**config.mk**
```make
export PLATFORM = sky130hd
export DESIGN_NAME = dwt_top
export DESIGN_NICKNAME = d
export VERILOG_FILES = /design/src/hdl/dwt_pkg.sv /design/src/hdl/dwt_timebase.sv /design/src/hdl/dwt_lowpulse.sv /design/src/hdl/dwt_top.sv
export SDC_FILE = /design/constraint.sdc
export NUM_CORES = 1
export LEC_CHECK = 0
export CORE_UTILIZATION = 35
export CTS_CLUSTER_DIAMETER = 80
export DETAILED_ROUTE_END_ITERATION = 6
export DONT_BUFFER_PORTS = 1
export SLEW_MARGIN = 20
export SYNTH_ARGS = -nofsm -noshare
export SYNTH_HDL_FRONTEND = slang
export SYNTH_SLANG_ARGS = --single-unit
```
**constraint.sdc**
```tcl
create_clock -name core_clk_in -period 4 [get_ports core_clk_in]
set_input_delay 0.2 -clock core_clk_in [delete_from_list [all_inputs] [get_ports core_clk_in]]
set_output_delay 0.2 -clock core_clk_in [all_outputs]
set_load 0.05 [all_outputs]
```
**src/hdl/dwt_pkg.sv**
```systemverilog
`default_nettype none
package dwt_pkg;
	// register offsets
	localparam logic [7:0] OFS_SEQ_CTRL = 8'hf0;
	localparam logic [7:0] OFS_ONE_MODE = 8'hf5;
	localparam logic [7:0] OFS_ONE_COUNT = 8'hf6;
	localparam logic [7:0] OFS_ONE_STATUS = 8'hf7;
	localparam logic [7:0] OFS_TWO_MODE = 8'hf8;
	localparam logic [7:0] OFS_TWO_COUNT = 8'hf9;
	localparam logic [7:0] OFS_TWO_STATUS = 8'hfa;
	localparam logic [7:0] OFS_GPIO_SEL_LO = 8'hfb;
	localparam logic [7:0] OFS_GPIO_SEL_HI = 8'hfc;
	// field positions
	localparam int BIT_HOLD_LEVEL = 0;
	localparam int BIT_UNIT_MIN = 3;
	localparam int BIT_EXPIRED = 4;
	localparam int BIT_SEQ_LO = 0;
	localparam int BIT_SEQ_HI = 7;
	// reset values
	localparam logic [7:0] RST_BYTE = 8'h00;
	localparam logic [7:0] ZERO_COUNT = 8'h00;
	localparam logic [7:0] ONE_COUNT = 8'h01;
	localparam int NUM_GPIO = 10;
	// timing in own units
	localparam int CLK_HZ = 10_000_000;
	localparam int PULSE_MS = 100;
	localparam int RESUME_MS = 250;
	localparam int UNIT_SEC = 1;
	localparam int UNIT_MIN_SEC = 60;
	localparam int MS_PER_SEC = 1000;
	localparam int PULSE_CYC = PULSE_MS * (CLK_HZ / MS_PER_SEC);
	localparam int RESUME_CYC = RESUME_MS * (CLK_HZ / MS_PER_SEC);
	localparam int SEC_CYC = UNIT_SEC * CLK_HZ;
	localparam int MIN_CYC = UNIT_MIN_SEC * CLK_HZ;
	// watchdog state, gray along idle -> run -> done
	typedef enum logic [1:0] {
		WD_IDLE = 2'b00,
		WD_RUN = 2'b01,
		WD_DONE = 2'b11
	} dwt_state_type;
endpackage : dwt_pkg
`default_nettype wire

```
**src/hdl/dwt_timebase.sv**
```systemverilog
`default_nettype none
// ===========================================================
// tick generator for one watchdog counter
module dwt_timebase #(
	parameter int SEC_CYCLES = dwt_pkg::SEC_CYC,
	parameter int MIN_CYCLES = dwt_pkg::MIN_CYC
) (
	input wire logic core_clk_in,
	input wire logic sys_rst_in,
	input wire logic restart_in,
	input wire logic unit_min_in,
	output logic tick_out
);
	logic [31:0] cnt_ff;
	logic [31:0] limit;

	// the period restarts with every load so the first tick is a full unit
	assign limit = unit_min_in ? 32'(MIN_CYCLES - 1) : 32'(SEC_CYCLES - 1);
	assign tick_out = (cnt_ff >= limit) && !restart_in;

	// free count, cleared on load or tick
	always_ff @(posedge core_clk_in) begin
		if (sys_rst_in || restart_in || tick_out) begin
			cnt_ff <= 32'h0000_0000;
		end else begin
			cnt_ff <= cnt_ff + 32'h0000_0001;
		end
	end
endmodule : dwt_timebase
`default_nettype wire

```
**src/hdl/dwt_lowpulse.sv**
```systemverilog
`default_nettype none
// ===========================================================
// low pulse of fixed length, or held until released
module dwt_lowpulse #(
	parameter int LEN = dwt_pkg::PULSE_CYC
) (
	input wire logic core_clk_in,
	input wire logic sys_rst_in,
	input wire logic trig_in,
	input wire logic hold_in,
	input wire logic release_in,
	output logic active_out
);
	logic [31:0] cnt_ff;
	logic held_ff;

	assign active_out = held_ff || (cnt_ff != 32'h0000_0000);

	// a new trigger restarts the pulse length
	always_ff @(posedge core_clk_in) begin
		if (sys_rst_in) begin
			cnt_ff <= 32'h0000_0000;
		end else if (trig_in && !hold_in) begin
			cnt_ff <= 32'(LEN);
		end else if (cnt_ff != 32'h0000_0000) begin
			cnt_ff <= cnt_ff - 32'h0000_0001;
		end
	end

	// held level stays until release_in (a flag clear by software, bus reset or power-good) or reset releases it
	always_ff @(posedge core_clk_in) begin
		if (sys_rst_in) begin
			held_ff <= 1'b0;
		end else if (trig_in && hold_in) begin
			held_ff <= 1'b1;
		end else if (release_in) begin
			held_ff <= 1'b0;
		end
	end
endmodule : dwt_lowpulse
`default_nettype wire

```
**src/hdl/dwt_top.sv**
```systemverilog
// Contract
// - the first watchdog is an 8-bit down-counter with mode and status.
// - bit 3 of the first mode register picks the counting unit.
// - writing zero to the first count register disables that watchdog.
// - a non-zero count write loads the counter and starts it at once.
// - at zero the first counter stops and sets status bit 4.
// - writing zero to an expiry flag bit clears it.
// - bus reset or power-good assertion also clears the expiry flags.
// - first expiry drives power-good, reset out and gpio low, pulse or level.
// - first expiry pulses the resume reset low for about 250 ms; the code skips the pulse when sequencing bit 7 or 0 is set.
// - sequencing bits 7 and 0 at zero give the normal sequence.
// - each gpio timeout pin is enabled by its own select bit.
// - timeout goes to bits 0,4 of groups 0,2,4,6, 3 of 3 and 0 of 7.
// - the second watchdog is 8-bit with a unit bit in its mode register.
// - the second count register disables on zero and starts on non-zero.
// - second expiry drives only power-good and reset out low.
// - the second counter stops at zero and sets its status bit 4.
`default_nettype none
// ===========================================================
// dual watchdog timer
module dwt_top #(
	parameter int SEC_CYCLES = dwt_pkg::SEC_CYC,
	parameter int MIN_CYCLES = dwt_pkg::MIN_CYC,
	parameter int PULSE_CYCLES = dwt_pkg::PULSE_CYC,
	parameter int RESUME_CYCLES = dwt_pkg::RESUME_CYC
) (
	input wire logic core_clk_in,
	input wire logic sys_rst_in,
	input wire logic [7:0] reg_addr_in,
	input wire logic reg_wr_in,
	input wire logic reg_rd_in,
	input wire logic [7:0] reg_wdata_in,
	output logic [7:0] reg_rdata_out,
	input wire logic bus_reset_n_in,
	input wire logic power_good_in,
	output logic power_good_output_n_out,
	output logic reset_connector_out_n_out,
	output logic resume_reset_out_n_out,
	output logic [dwt_pkg::NUM_GPIO-1:0] gpio_timeout_n_out,
	output logic [1:0] watchdog_expiry_output_out
);
	// ===========================================================
	// pin synchronisers
	logic [2:0] bus_rst_sync_ff;
	logic [2:0] pg_sync_ff;
	logic bus_rst_level_ff;
	logic pg_level_ff;
	logic pg_rise;
	logic bus_reset_act;

	// three stages; a change counts once stages two and three agree
	// both chains reset to the idle level of their pin, so leaving reset
	// with the system up gives no false bus reset or power-good edge
	always_ff @(posedge core_clk_in) begin
		if (sys_rst_in) begin
			bus_rst_sync_ff <= 3'b111;
		end else begin
			bus_rst_sync_ff <= {bus_rst_sync_ff[1:0], bus_reset_n_in};
		end
	end

	// power-good chain, same depth as the bus reset chain
	always_ff @(posedge core_clk_in) begin
		if (sys_rst_in) begin
			pg_sync_ff <= 3'b111;
		end else begin
			pg_sync_ff <= {pg_sync_ff[1:0], power_good_in};
		end
	end

	// filtered bus reset level; a one-cycle glitch never gets through
	always_ff @(posedge core_clk_in) begin
		if (sys_rst_in) begin
			bus_rst_level_ff <= 1'b1;
		end else if (bus_rst_sync_ff[1] == bus_rst_sync_ff[2]) begin
			bus_rst_level_ff <= bus_rst_sync_ff[2];
		end
	end

	// filtered power-good level, the reference for its rising edge
	always_ff @(posedge core_clk_in) begin
		if (sys_rst_in) begin
			pg_level_ff <= 1'b1;
		end else if (pg_sync_ff[1] == pg_sync_ff[2]) begin
			pg_level_ff <= pg_sync_ff[2];
		end
	end

	assign bus_reset_act = !bus_rst_level_ff;
	// power-good assertion is its rising edge after filtering
	assign pg_rise = (pg_sync_ff[1] == pg_sync_ff[2]) && pg_sync_ff[2] &&
		!pg_level_ff;

	// ===========================================================
	// registers
	logic [7:0] seq_ctrl_ff;
	logic [7:0] gpio_sel_lo_ff;
	logic [1:0] gpio_sel_hi_ff;
	logic [7:0] mode_ff [2];
	logic [7:0] count_ff [2];
	logic [1:0] expired_ff;
	dwt_pkg::dwt_state_type state_ff [2];
	logic [1:0] count_wr;
	logic [1:0] status_wr;
	logic [1:0] mode_wr;
	logic [1:0] tick;
	logic [1:0] expire_evt;
	logic [1:0] flag_clear;
	logic [1:0] pulse_act;
	logic resume_act;
	logic seq_normal;

	localparam logic [7:0] MODE_OFS [2] = '{dwt_pkg::OFS_ONE_MODE,
		dwt_pkg::OFS_TWO_MODE};
	localparam logic [7:0] COUNT_OFS [2] = '{dwt_pkg::OFS_ONE_COUNT,
		dwt_pkg::OFS_TWO_COUNT};
	localparam logic [7:0] STATUS_OFS [2] = '{dwt_pkg::OFS_ONE_STATUS,
		dwt_pkg::OFS_TWO_STATUS};

	// sequencing control, kept through a bus reset like the other settings
	always_ff @(posedge core_clk_in) begin
		if (sys_rst_in) begin
			seq_ctrl_ff <= dwt_pkg::RST_BYTE;
		end else if (reg_wr_in) begin
			if (reg_addr_in == dwt_pkg::OFS_SEQ_CTRL) begin
				seq_ctrl_ff <= reg_wdata_in;
			end
		end
	end

	// two bytes hold the ten pin enables; the upper six bits of the
	// second byte are not stored and read back as zero
	// per-pin select
	always_ff @(posedge core_clk_in) begin
		if (sys_rst_in) begin
			gpio_sel_lo_ff <= dwt_pkg::RST_BYTE;
			gpio_sel_hi_ff <= 2'b00;
		end else if (reg_wr_in) begin
			if (reg_addr_in == dwt_pkg::OFS_GPIO_SEL_LO) begin
				gpio_sel_lo_ff <= reg_wdata_in;
			end
			if (reg_addr_in == dwt_pkg::OFS_GPIO_SEL_HI) begin
				gpio_sel_hi_ff <= reg_wdata_in[1:0];
			end
		end
	end

	// ===========================================================
	// the two watchdog channels
	genvar ch;
	generate
		for (ch = 0; ch < 2; ch++) begin : g_wd
			assign mode_wr[ch] = reg_wr_in && (reg_addr_in == MODE_OFS[ch]);
			assign count_wr[ch] = reg_wr_in && (reg_addr_in == COUNT_OFS[ch]);
			assign status_wr[ch] = reg_wr_in &&
				(reg_addr_in == STATUS_OFS[ch]);

			// mode register
			always_ff @(posedge core_clk_in) begin
				if (sys_rst_in) begin
					mode_ff[ch] <= dwt_pkg::RST_BYTE;
				end else if (mode_wr[ch]) begin
					mode_ff[ch] <= reg_wdata_in;
				end
			end

			dwt_timebase #(
				.SEC_CYCLES(SEC_CYCLES),
				.MIN_CYCLES(MIN_CYCLES)
			) u_tb (
				.core_clk_in(core_clk_in),
				.sys_rst_in(sys_rst_in),
				.restart_in(count_wr[ch] || state_ff[ch] != dwt_pkg::WD_RUN),
				.unit_min_in(mode_ff[ch][dwt_pkg::BIT_UNIT_MIN]),
				.tick_out(tick[ch])
			);

			// expiry when the last unit elapses
			assign expire_evt[ch] = (state_ff[ch] == dwt_pkg::WD_RUN) &&
				tick[ch] && (count_ff[ch] == dwt_pkg::ONE_COUNT) &&
				!count_wr[ch];

			always_ff @(posedge core_clk_in) begin
				if (sys_rst_in || bus_reset_act) begin
					count_ff[ch] <= dwt_pkg::ZERO_COUNT;
					state_ff[ch] <= dwt_pkg::WD_IDLE;
				end else if (count_wr[ch]) begin
					count_ff[ch] <= reg_wdata_in;
					if (reg_wdata_in == dwt_pkg::ZERO_COUNT) begin
						state_ff[ch] <= dwt_pkg::WD_IDLE;
					end else begin
						state_ff[ch] <= dwt_pkg::WD_RUN;
					end
				end else begin
					case (state_ff[ch])
						dwt_pkg::WD_RUN: begin
							if (tick[ch]) begin
								count_ff[ch] <= count_ff[ch] - dwt_pkg::ONE_COUNT;
							end
							if (expire_evt[ch]) begin
								state_ff[ch] <= dwt_pkg::WD_DONE;
							end
						end
						dwt_pkg::WD_DONE: begin
							state_ff[ch] <= dwt_pkg::WD_DONE;
						end
						default: begin
							state_ff[ch] <= dwt_pkg::WD_IDLE;
						end
					endcase
				end
			end

			// clears by zero write, bus reset, power-good
			assign flag_clear[ch] = (status_wr[ch] &&
				!reg_wdata_in[dwt_pkg::BIT_EXPIRED]) || bus_reset_act || pg_rise;

			// sticky flag; a fresh expiry wins over a clear
			always_ff @(posedge core_clk_in) begin
				if (sys_rst_in) begin
					expired_ff[ch] <= 1'b0;
				end else if (expire_evt[ch]) begin
					expired_ff[ch] <= 1'b1;
				end else if (flag_clear[ch]) begin
					expired_ff[ch] <= 1'b0;
				end
			end

			// pulse or held low, held until the flag clears
			dwt_lowpulse #(
				.LEN(PULSE_CYCLES)
			) u_pulse (
				.core_clk_in(core_clk_in),
				.sys_rst_in(sys_rst_in),
				.trig_in(expire_evt[ch]),
				.hold_in(mode_ff[ch][dwt_pkg::BIT_HOLD_LEVEL]),
				.release_in(flag_clear[ch]),
				.active_out(pulse_act[ch])
			);
		end
	endgenerate

	// ===========================================================
	// resume reset, first watchdog only
	// normal sequence only when both bits are zero
	assign seq_normal = !seq_ctrl_ff[dwt_pkg::BIT_SEQ_HI] &&
		!seq_ctrl_ff[dwt_pkg::BIT_SEQ_LO];

	// about 250 ms low; skipped in the alternative sequence
	dwt_lowpulse #(
		.LEN(RESUME_CYCLES)
	) u_resume (
		.core_clk_in(core_clk_in),
		.sys_rst_in(sys_rst_in),
		.trig_in(expire_evt[0] && seq_normal),
		.hold_in(1'b0),
		.release_in(1'b0),
		.active_out(resume_act)
	);

	// ===========================================================
	// outputs, all from flip-flops
	logic pg_n_ff;
	logic rcon_n_ff;
	logic rsm_n_ff;
	logic [dwt_pkg::NUM_GPIO-1:0] gpio_n_ff;
	logic [dwt_pkg::NUM_GPIO-1:0] gpio_sel;

	// pins: g0 b0,b4 g2 b0,b4 g4 b0,b4 g6 b0,b4 g3 b3 g7 b0
	assign gpio_sel = {gpio_sel_hi_ff, gpio_sel_lo_ff};

	// both pins share one source so they can never disagree
	// either watchdog pulls power-good and reset out
	always_ff @(posedge core_clk_in) begin
		if (sys_rst_in) begin
			pg_n_ff <= 1'b1;
			rcon_n_ff <= 1'b1;
		end else begin
			pg_n_ff <= !(|pulse_act);
			rcon_n_ff <= !(|pulse_act);
		end
	end

	// resume reset follows the first watchdog only
	always_ff @(posedge core_clk_in) begin
		if (sys_rst_in) begin
			rsm_n_ff <= 1'b1;
		end else begin
			rsm_n_ff <= !resume_act;
		end
	end

	// only enabled pins follow the first watchdog
	always_ff @(posedge core_clk_in) begin
		if (sys_rst_in) begin
			gpio_n_ff <= '1;
		end else begin
			gpio_n_ff <= ~(gpio_sel & {dwt_pkg::NUM_GPIO{pulse_act[0]}});
		end
	end

	assign power_good_output_n_out = pg_n_ff;
	assign reset_connector_out_n_out = rcon_n_ff;
	assign resume_reset_out_n_out = rsm_n_ff;
	assign gpio_timeout_n_out = gpio_n_ff;
	assign watchdog_expiry_output_out = expired_ff;

	// ===========================================================
	// register read port; unmapped offsets read zero
	logic [7:0] rdata_ff;
	logic [7:0] nxt_rdata;

	always_comb begin
		nxt_rdata = dwt_pkg::RST_BYTE;
		case (reg_addr_in)
			dwt_pkg::OFS_SEQ_CTRL: nxt_rdata = seq_ctrl_ff;
			dwt_pkg::OFS_ONE_MODE: nxt_rdata = mode_ff[0];
			dwt_pkg::OFS_ONE_COUNT: nxt_rdata = count_ff[0];
			dwt_pkg::OFS_ONE_STATUS:
				nxt_rdata[dwt_pkg::BIT_EXPIRED] = expired_ff[0];
			dwt_pkg::OFS_TWO_MODE: nxt_rdata = mode_ff[1];
			dwt_pkg::OFS_TWO_COUNT: nxt_rdata = count_ff[1];
			dwt_pkg::OFS_TWO_STATUS:
				nxt_rdata[dwt_pkg::BIT_EXPIRED] = expired_ff[1];
			dwt_pkg::OFS_GPIO_SEL_LO: nxt_rdata = gpio_sel_lo_ff;
			dwt_pkg::OFS_GPIO_SEL_HI: nxt_rdata = {6'b00_0000, gpio_sel_hi_ff};
			default: nxt_rdata = dwt_pkg::RST_BYTE;
		endcase
	end

	// read data captured on the read strobe, held until the next
	always_ff @(posedge core_clk_in) begin
		if (sys_rst_in) begin
			rdata_ff <= dwt_pkg::RST_BYTE;
		end else if (reg_rd_in) begin
			rdata_ff <= nxt_rdata;
		end
	end

	assign reg_rdata_out = rdata_ff;
endmodule : dwt_top
`default_nettype wire

```
==> flow_summary.json, run 1 <==
{
  "p_leak_nw": 4.733,
  "cts.sinks": 246,
  "synthTopCellsByArea": "dfxtp_1, edfxtp_1, nor2_1, xor2_1, xnor2_1",
  "track_usage_pct": 16.60,
  "synthDistinctLibCells": 68,
  "synth_top_area_share_pct": 36.04,
  "synth_area_um2": 11670,
  "clk_pin_slew_ns": 0.06,
  "antenna_found_initial": 0,
  "cts_max_level": 1,
  "worst_r2r_endpoint": "count_ff[0][5]",
  "rsz0062_at_grt": "no",
  "fmax_mhz": 316.7,
  "io_pins": 45,
  "cts_tree": "yes",
  "clockBufferDepth": 3,
  "gr-total-overflow": 0,
  "reg2reg_slack_ns": 0.84,
  "io_buffers": 0,
  "clkPwrFrac_pct": 27.9,
  "holdPathStages": 2,
  "syn-mean-instance-area_um2": 8.892,
  "swShare_pct": 36.25,
  "synth_top_cell_by_area": "dfxtp_1",
  "regArea_um2": 5285,
  "rows": 66,
  "die_h_um": 184.6,
  "yosysSeqAreaShare_pct": 45.30,
  "multi_input_area_um2": 6130,
  "relSlewSlack_pct": 33.30,
  "drt-total-wl_um": 27920,
  "wl_per_cell_um": 15.60,
  "setup_tns_ns": 0,
  "hold_viol": 0,
  "synth_edf_count": 36,
  "setup_viol": 0,
  "cts_root_buf": "clkbuf_16",
  "endpoint_kind": "flip-flop",
  "crit_start": "mode_ff[0][3]",
  "worstSetupStartpointType": "flip-flop",
  "crit_fanout": 14,
  "dieArea_um2": 34070,
  "core_area_um2": 32700,
  "drtAntennaViolNets": 0,
  "clkLatencyLatePin_ns": 0.53,
  "p_per_area_nw_per_um2": 665.8,
  "worst_slew_pin_slew_ns": 0.9991,
  "drive_above_1_share_pct": 5.564,
  "gp_congestion": 0.8358,
  "dpl.hpwl_um": 18390,
  "internal-power_mw": 5.625,
  "hold_end": "u_resume.cnt_ff[21]",
  "timing.rr.start": "mode_ff[0][3]",
  "worst_hold_slack_ns": 0.02132,
  "cap_violations": 0,
  "seq_power_share_pct": 37.4,
  "cpPeakStageDelay_ns": 0.50,
  "avgViaCountPerCell": 5.253,
  "numCtsBuffers": 27,
  "criticalPathCategory": "reg2reg",
  "syn_inst": 1312,
  "dieWidth_um": 184.6,
  "ys.flop_type": "dfxtp_1",
  "layout.nets": 1388,
  "final_cell_mix": "dfxtp_1, nor2_1, nand2_1",
  "final_common_cell": "dfxtp_1",
  "drcViolationCount": 0,
  "worst_ep_arrival_time_ns": 3.33,
  "ys_ff_latch": 246,
  "final_max_slew_viol_count": 0,
  "vdd_drop_max_mv": 0.3022,
  "grt_pass1_vias": 8903,
  "yosys_warnings": 0,
  "post_cts_buffers": 0,
  "worst_ep_required_time_ns": 4.17,
  "outcome": "finished, final reports clean",
  "dp_slack_ns": 0.8634,
  "cp_cell_sequence": "inv_1 > ha_1 > a41o_1 > a211o_1 > a221o_1 > nand2_1 > nand3_1",
  "num_antenna_cells": 0,
  "syn2layout_area_growth_pct": 13.60,
  "power_frac_comb_pct": 34.6,
  "filler_cell_count": 3225,
  "grt_max_degree": 56,
  "synthArstFlopShare_pct": 0,
  "vias": 9402,
  "fin_crit_ns": 3.157,
  "grt_pass1_wl_um": 46270,
  "p_sw_mw": 3.198,
  "hold_class": "in2reg",
  "fin_worst_skew_ns": 0.008080,
  "total_power_mw": 8.823,
  "fin_crit_sh_pct": 78.94,
  "hold_start": "sys_rst_in",
  "initial_utilization_pct": 35.67,
  "drtIter0Drc": 673,
  "crit_slowest_cell": "edfxtp_1",
  "setup_slack_ns": 0.8426,
  "drtPass1Iterations": 5,
  "rr_worst_depth": 7
}
cells by family after synthesis:
kind of cell / share of synthesized area (%)
compound gates: 9.674
xor+xnor: 10.89
fa+ha+maj: 4.076
buf+inv: 2.242
flops: 45.30
mux: 0.8044
other cells: 0.03214
simple gates: 26.98
worst max-delay path, delay by kind of cell, from the launching register on:
kind	cells	cell delay [ns]
AOI/OAI and AO/OA	3	0.94
and+or+nand+nor	2	0.74
DFF	1	0.50
buffers and inverters	1	0.30
adders and majority gates	1	0.30
worst max path at each step:
stage                endpoint  slack [ns]  depth (start not counted)
2_1_floorplan  count_ff[0][0]        1.15                          8
3_3_place_gp   count_ff[0][4]        0.95                          7
3_5_place_dp   count_ff[1][5]        0.86                          7
4_1_cts        count_ff[1][5]        0.85                          7
5_1_grt        count_ff[1][5]        0.53                          7
6_report       count_ff[0][5]        0.84                          7
power by group through the flow:
stage,logic (mW),clock network [mW],registers (mW)
2_1_floorplan,2.53,0,3.26
3_3_place_gp,2.97,0,3.33
3_5_place_dp,3.00,0,3.35
4_1_cts,3.06,2.52,3.30
5_1_grt,3.50,2.64,3.37
6_report,3.06,2.46,3.30
Yosys cell counts, drive strengths merged, types with 4 or more instances:
cell and n:
nor2b 6, xor2 86, and2 21, nor3 38
dfxtp 210, a41o 4, clkbuf 39, nor2 201
and3 20, inv 20, nand2 128, nand3b 8
nand4 26, or3 10, or4 19, nand4b 11
a311oi 4, o21ai 27, nand3 70, nor4 36
mux2i 6, nand2b 12, a221oi 7, a21oi 64
a31oi 6, buf 7, nor3b 4, and4 10
edfxtp 36, a211oi 4, xnor2 59, o41ai 4
o31ai 16, ha 38, o21a 5, or2 7
a222oi 4
state kept, by name (all words and copies together), names as in the netlist, 2 cells and up:
signal	flops
bus_rst_sync_ff	3
count_ff	16
g_wd.u_pulse.cnt_ff	64
g_wd.u_pulse.held_ff	2
g_wd.u_tb.cnt_ff	64
gpio_sel_hi_ff	2
gpio_sel_lo_ff	8
gpio_timeout_n_out	10
mode_ff	16
pg_sync_ff	3
reg_rdata_out	8
seq_ctrl_ff	8
state_ff	4
u_resume.cnt_ff	32
watchdog_expiry_output_out	2
stage by stage:
stage	util (%)	cells	area, µm²
2_1_floorplan	-	1313	11670
3_3_place_gp	37.01	1718	12100
3_5_place_dp	37.03	1718	12110
4_1_cts	40.53	1790	13250
5_1_grt	40.53	1790	13250
6_report	40.53	1790	13250
repair_timing:
action | 4_1_cts | 5_1_grt
hold endpoints to repair | 93 | 0
gates resized for setup | 0 | 0
hold buffers | 23 | 0
final cells by class:
class	count	share of cell area [%]
tap	442	4.173
clock inverter	11	0.4815
clock buffer	38	6.269
multi-input combinational	1001	46.25
inverter	20	0.5665
timing repair buffer	32	2.379
sequential	246	39.88
metal layers:
| layer | track usage, % | vias to the layer above | part of all wire [%] |
|---|---|---|---|
| met5 | 0 | - | 0 |
| met4 | 3.533 | 0 | 1.2 |
| li1 | - | 4691 | - |
| met2 | 27.08 | 250 | 45 |
| met3 | 2.391 | 27 | 6.2 |
| met1 | 23.09 | 4434 | 48 |
Power figures use the tool's default switching activity.
==> run 2, diff against run 1 <==
Clock period 4 ns to 3.1 ns, I/O delays scaled along.
==> flow_summary.json, run 2 (synthesis results as in run 1) <==
{
  "outcome": "finished, final reports clean",
  "dpl_cell_area_um2": 12230,
  "cts.sinks": 246,
  "design_area_um2": 13390,
  "fin_crit_ns": 2.905,
  "dp_cells": 1735,
  "relSlewSlack_pct": 29.94,
  "hold_viol": 0,
  "hold_end": "reg_rdata_out[2]",
  "cts_max_level": 1,
  "instances_no_fill": 1806,
  "layout.nets": 1401,
  "filler_cell_count": 3258,
  "setup_tns_ns": 0,
  "avgViaCountPerCell": 5.242,
  "clkLatencyLatePin_ns": 0.54,
  "criticalPathCategory": "reg2reg",
  "setup_viol": 0,
  "drive_above_1_share_pct": 6.603,
  "drtIter0Drc": 668,
  "initial_utilization_pct": 35.67,
  "rows": 66,
  "final_common_cell": "dfxtp_1",
  "clk_pin_slew_ns": 0.06,
  "grt_max_degree": 58,
  "drcViolationCount": 0,
  "worst_slew_pin_slew_ns": 1.049,
  "dieWidth_um": 184.6,
  "cap_violations": 0,
  "numCtsBuffers": 28,
  "drtAntennaViolNets": 0,
  "cts_tree": "yes",
  "hold_start": "reg_addr_in[3]",
  "rr_worst_depth": 7,
  "cts_root_buf": "clkbuf_16",
  "die_h_um": 184.6,
  "rsz0062_at_grt": "no",
  "crit_fanout": 8,
  "reg2reg_slack_ns": 0.20,
  "fin_crit_sh_pct": 93.70,
  "reg.largest.list": "g_wd.u_pulse.cnt_ff: 64 flops, g_wd.u_tb.cnt_ff: 64 flops, u_resume.cnt_ff: 32 flops",
  "multi_input_area_um2": 6123,
  "fmax_mhz": 344.3,
  "hold_class": "in2reg",
  "holdPathStages": 3,
  "worst_r2r_endpoint": "count_ff[1][3]",
  "worstSetupStartpointType": "flip-flop",
  "regArea_um2": 5285,
  "worst_ep_arrival_time_ns": 3.07,
  "p_leak_nw": 4.824,
  "grt_pass1_wl_um": 45510,
  "grt_pass1_vias": 8725,
  "syn2layout_area_growth_pct": 14.76,
  "p_per_area_nw_per_um2": 875.6,
  "vdd_drop_max_mv": 0.3607,
  "dieArea_um2": 34070,
  "final_cell_mix": "dfxtp_1, nor2_1, nand2_1",
  "total_power_mw": 11.72,
  "io_buffers": 0,
  "wl_per_cell_um": 15.34,
  "final_max_slew_viol_count": 0,
  "endpoint_kind": "flip-flop",
  "track_usage_pct": 16.35,
  "gr-total-overflow": 0,
  "clockBufferDepth": 3,
  "fin_worst_skew_ns": 0.01149,
  "timing.rr.start": "mode_ff[1][3]",
  "worst_ep_required_time_ns": 3.26,
  "core_area_um2": 32700,
  "dpl.hpwl_um": 18480,
  "drtPass1Iterations": 7,
  "io_pins": 45,
  "antenna_found_initial": 2,
  "gp_congestion": 0.8885,
  "drt-total-wl_um": 27700,
  "vias": 9467
}
[run 2: critical path, cell delays in order, from the launching register on]
cell      delay [ns]
edfxtp_1        0.36
inv_1           0.11
ha_1            0.28
nor4bb_1        0.26
nand3_1         0.13
or3_1           0.40
o211a_1         0.27
o211ai_1        0.71
[run 2: layout make-up]
class,count,share of cell area (%)
Sequential cell,246,39.48
Clock inverter,10,0.7570
Clock buffer,42,6.383
Inverter,20,0.5607
Tap cell,442,4.131
Timing Repair Buffer,44,2.935
Multi-Input combinational cell,1001,45.74
Antenna cell,1,0.01869
[run 2: routing by layer]
| layer | share of wire, % | global-route usage, % | vias up |
|---|---|---|---|
| met3 | 6.2 | 2.885 | 43 |
| met2 | 44 | 25.72 | 233 |
| li1 | - | - | 4730 |
| met4 | 2.0 | 4.400 | 0 |
| met5 | 0 | 0 | - |
| met1 | 48 | 22.85 | 4461 |
[run 2: per-stage QoR]
stage	utilization, %	setup WS [ns]	hold WS, ns
4_1_cts	40.93	0.2031	0.000007827
5_1_grt	40.93	0.06552	0.003940
3_5_place_dp	37.40	0.2158	0.2392
2_1_floorplan	-	0.2545	0.2588
3_3_place_gp	37.40	0.3040	0.2420
6_report	40.94	0.1954	0.01313
[run 2: repair_timing]
item | in CTS | in global routing
endpoints found under the hold margin | 108 | 0
endpoints found under the setup margin | 0 | 0
hold buffers | 18 | 0
buffers inserted | 0 | 0
resized for setup | 0 | 0
[run 2: worst max-delay path by stage]
| stage | start | to | depth (start not counted) |
|---|---|---|---|
| 2_1_floorplan | mode_ff[0][3] | count_ff[0][0] | 8 |
| 3_3_place_gp | mode_ff[1][3] | count_ff[1][6] | 7 |
| 3_5_place_dp | mode_ff[1][3] | count_ff[1][6] | 7 |
| 4_1_cts | mode_ff[1][3] | count_ff[1][5] | 7 |
| 5_1_grt | mode_ff[0][3] | u_resume.cnt_ff[16] | 9 |
| 6_report | mode_ff[1][3] | count_ff[1][3] | 7 |
[run 2: where the power goes]
part / internal [mW] / switching, mW / leakage (nW) / total, mW
logic: 1.74 / 2.36 / 2.28 / 4.10
clock network: 2.06 / 1.31 / 0.476 / 3.37
registers: 3.76 / 0.504 / 2.07 / 4.26
total: 7.56 / 4.17 / 4.82 / 11.7
==> run 3, diff against run 2 <==
Settings changed: CELL_PAD_IN_SITES_DETAIL_PLACEMENT set to 0, CELL_PAD_IN_SITES_GLOBAL_PLACEMENT set to 2, CTS_CLUSTER_DIAMETER 80 to unset, PLACE_DENSITY_LB_ADDON set to 0.1.
==> flow_summary.json, run 3 (synthesis results as in run 1) <==
{
  "outcome": "finished, final reports clean",
  "drive_above_1_share_pct": 7.636,
  "clkLatencyLatePin_ns": 0.56,
  "avgViaCountPerCell": 5.141,
  "cts_max_level": 1,
  "hold_class": "in2reg",
  "met1_usage_pct": 25.43,
  "numCtsBuffers": 30,
  "die_h_um": 184.6,
  "relSlewSlack_pct": 31.79,
  "hold_viol": 0,
  "worst_ep_arrival_time_ns": 3.30,
  "drtAntennaViolNets": 0,
  "cts.sinks": 246,
  "total_power_mw": 12.17,
  "fin_crit_ns": 2.801,
  "worstSetupStartpointType": "flip-flop",
  "setup_viol": 0,
  "fin_crit_sh_pct": 90.36,
  "criticalPathCategory": "reg2reg",
  "cts_root_buf": "clkbuf_16",
  "syn2layout_area_growth_pct": 16.45,
  "io_pins": 45,
  "initial_utilization_pct": 35.67,
  "cap_violations": 0,
  "clockBufferDepth": 3,
  "worst_slew_pin_slew_ns": 1.022,
  "drt-total-wl_um": 31070,
  "fmax_mhz": 357.0,
  "antenna_found_initial": 3,
  "drtPass1Iterations": 5,
  "gr-total-overflow": 0,
  "worst_ep_required_time_ns": 3.60,
  "cts_tree": "yes",
  "grt_pass1_vias": 9180,
  "rsz0062_at_grt": "no",
  "drtIter0Drc": 611,
  "clk_pin_slew_ns": 0.06,
  "met3_usage_pct": 3.853,
  "grt_pass1_wl_um": 50660,
  "p_leak_nw": 4.902,
  "drcViolationCount": 0,
  "reg.largest.list": "g_wd.u_pulse.cnt_ff: 64 flops, g_wd.u_tb.cnt_ff: 64 flops, u_resume.cnt_ff: 32 flops",
  "design_area_um2": 13590,
  "instances_no_fill": 1822,
  "top_usage_layer": "met2",
  "dpl_cell_area_um2": 12270,
  "core_area_um2": 32700,
  "wl_per_cell_um": 17.05,
  "track_usage_pct": 18.68,
  "dieWidth_um": 184.6,
  "p_per_area_nw_per_um2": 895.8,
  "final_cell_mix": "dfxtp_1, nor2_1, nand2_1",
  "grt_max_degree": 57,
  "use_met2_pct": 30.26,
  "layout.nets": 1411,
  "dp_cells": 1739,
  "endpoint_kind": "flip-flop",
  "rows": 66,
  "gp_congestion": 0.7668,
  "vdd_drop_max_mv": 0.5995,
  "fin_worst_skew_ns": 0.01509,
  "setup_tns_ns": 0,
  "final_max_slew_viol_count": 0,
  "final_common_cell": "dfxtp_1",
  "crit_fanout": 14,
  "vias": 9367,
  "io_buffers": 0,
  "dpl.hpwl_um": 20420,
  "dieArea_um2": 34070
}
==> run 3: where the power goes <==
part | switching [mW] | internal, mW
clock | 1.44 | 2.30
sequential | 0.506 | 3.76
combinational | 2.41 | 1.76
==> run 3: final timing paths <==
kind                                end  slack [ns]           start  cells past startpoint
min reg2reg               pg_sync_ff[1]        0.41   pg_sync_ff[0]                      1
max          g_wd[0].u_pulse.cnt_ff[20]        0.30   mode_ff[0][3]                      8
max reg2reg  g_wd[0].u_pulse.cnt_ff[20]        0.30   mode_ff[0][3]                      8
min                    reg_rdata_out[3]        0.05  reg_addr_in[0]                      4
==> run 3: cell type report <==
cell class / count / area (µm²)
tap: 442 / 553.0
sequential: 246 / 5285
timing repair buffer: 52 / 452.9
clock inverter: 12 / 157.7
fill: 3322 / 19120
antenna: 5 / 12.51
inverter: 20 / 75.07
clock buffer: 44 / 915.9
multi-input combinational: 1001 / 6133
==> run 3: critical path, cell delays in order (launching register included) <==
cell and delay, ns:
edfxtp_1 0.38, inv_1 0.27, ha_1 0.29, a41o_1 0.23, a211o_1 0.30, a221o_1 0.45, a41o_1 0.44, buf_4 0.27
nor2_1 0.11
==> run 3: timing repair <==
item | in CTS | in global routing
setup buffers | 0 | 2
endpoints found under the setup margin | 8 | 8
hold endpoints to repair | 104 | 0
hold buffers | 20 | 0
pin swaps | 0 | 1
cloned | 0 | 0
resized for setup | 1 | 1
==> run 3: metrics by stage <==
step           worst slack [ns]  util [%]  hold WS, ns
2_1_floorplan            0.2545         -       0.2588
3_3_place_gp            0.08526     37.51       0.2348
3_5_place_dp            0.02126     37.51       0.2358
4_1_cts                  0.1129     41.46      0.01086
5_1_grt                 0.02641     41.51      0.04885
6_report                 0.2988     41.54      0.04667
==> run 3: metal layers <==
layer,up-vias,wire (µm)
met5,-,0
met4,0,469
met3,38,1759
met2,182,13840
met1,4391,15000
li1,4756,-
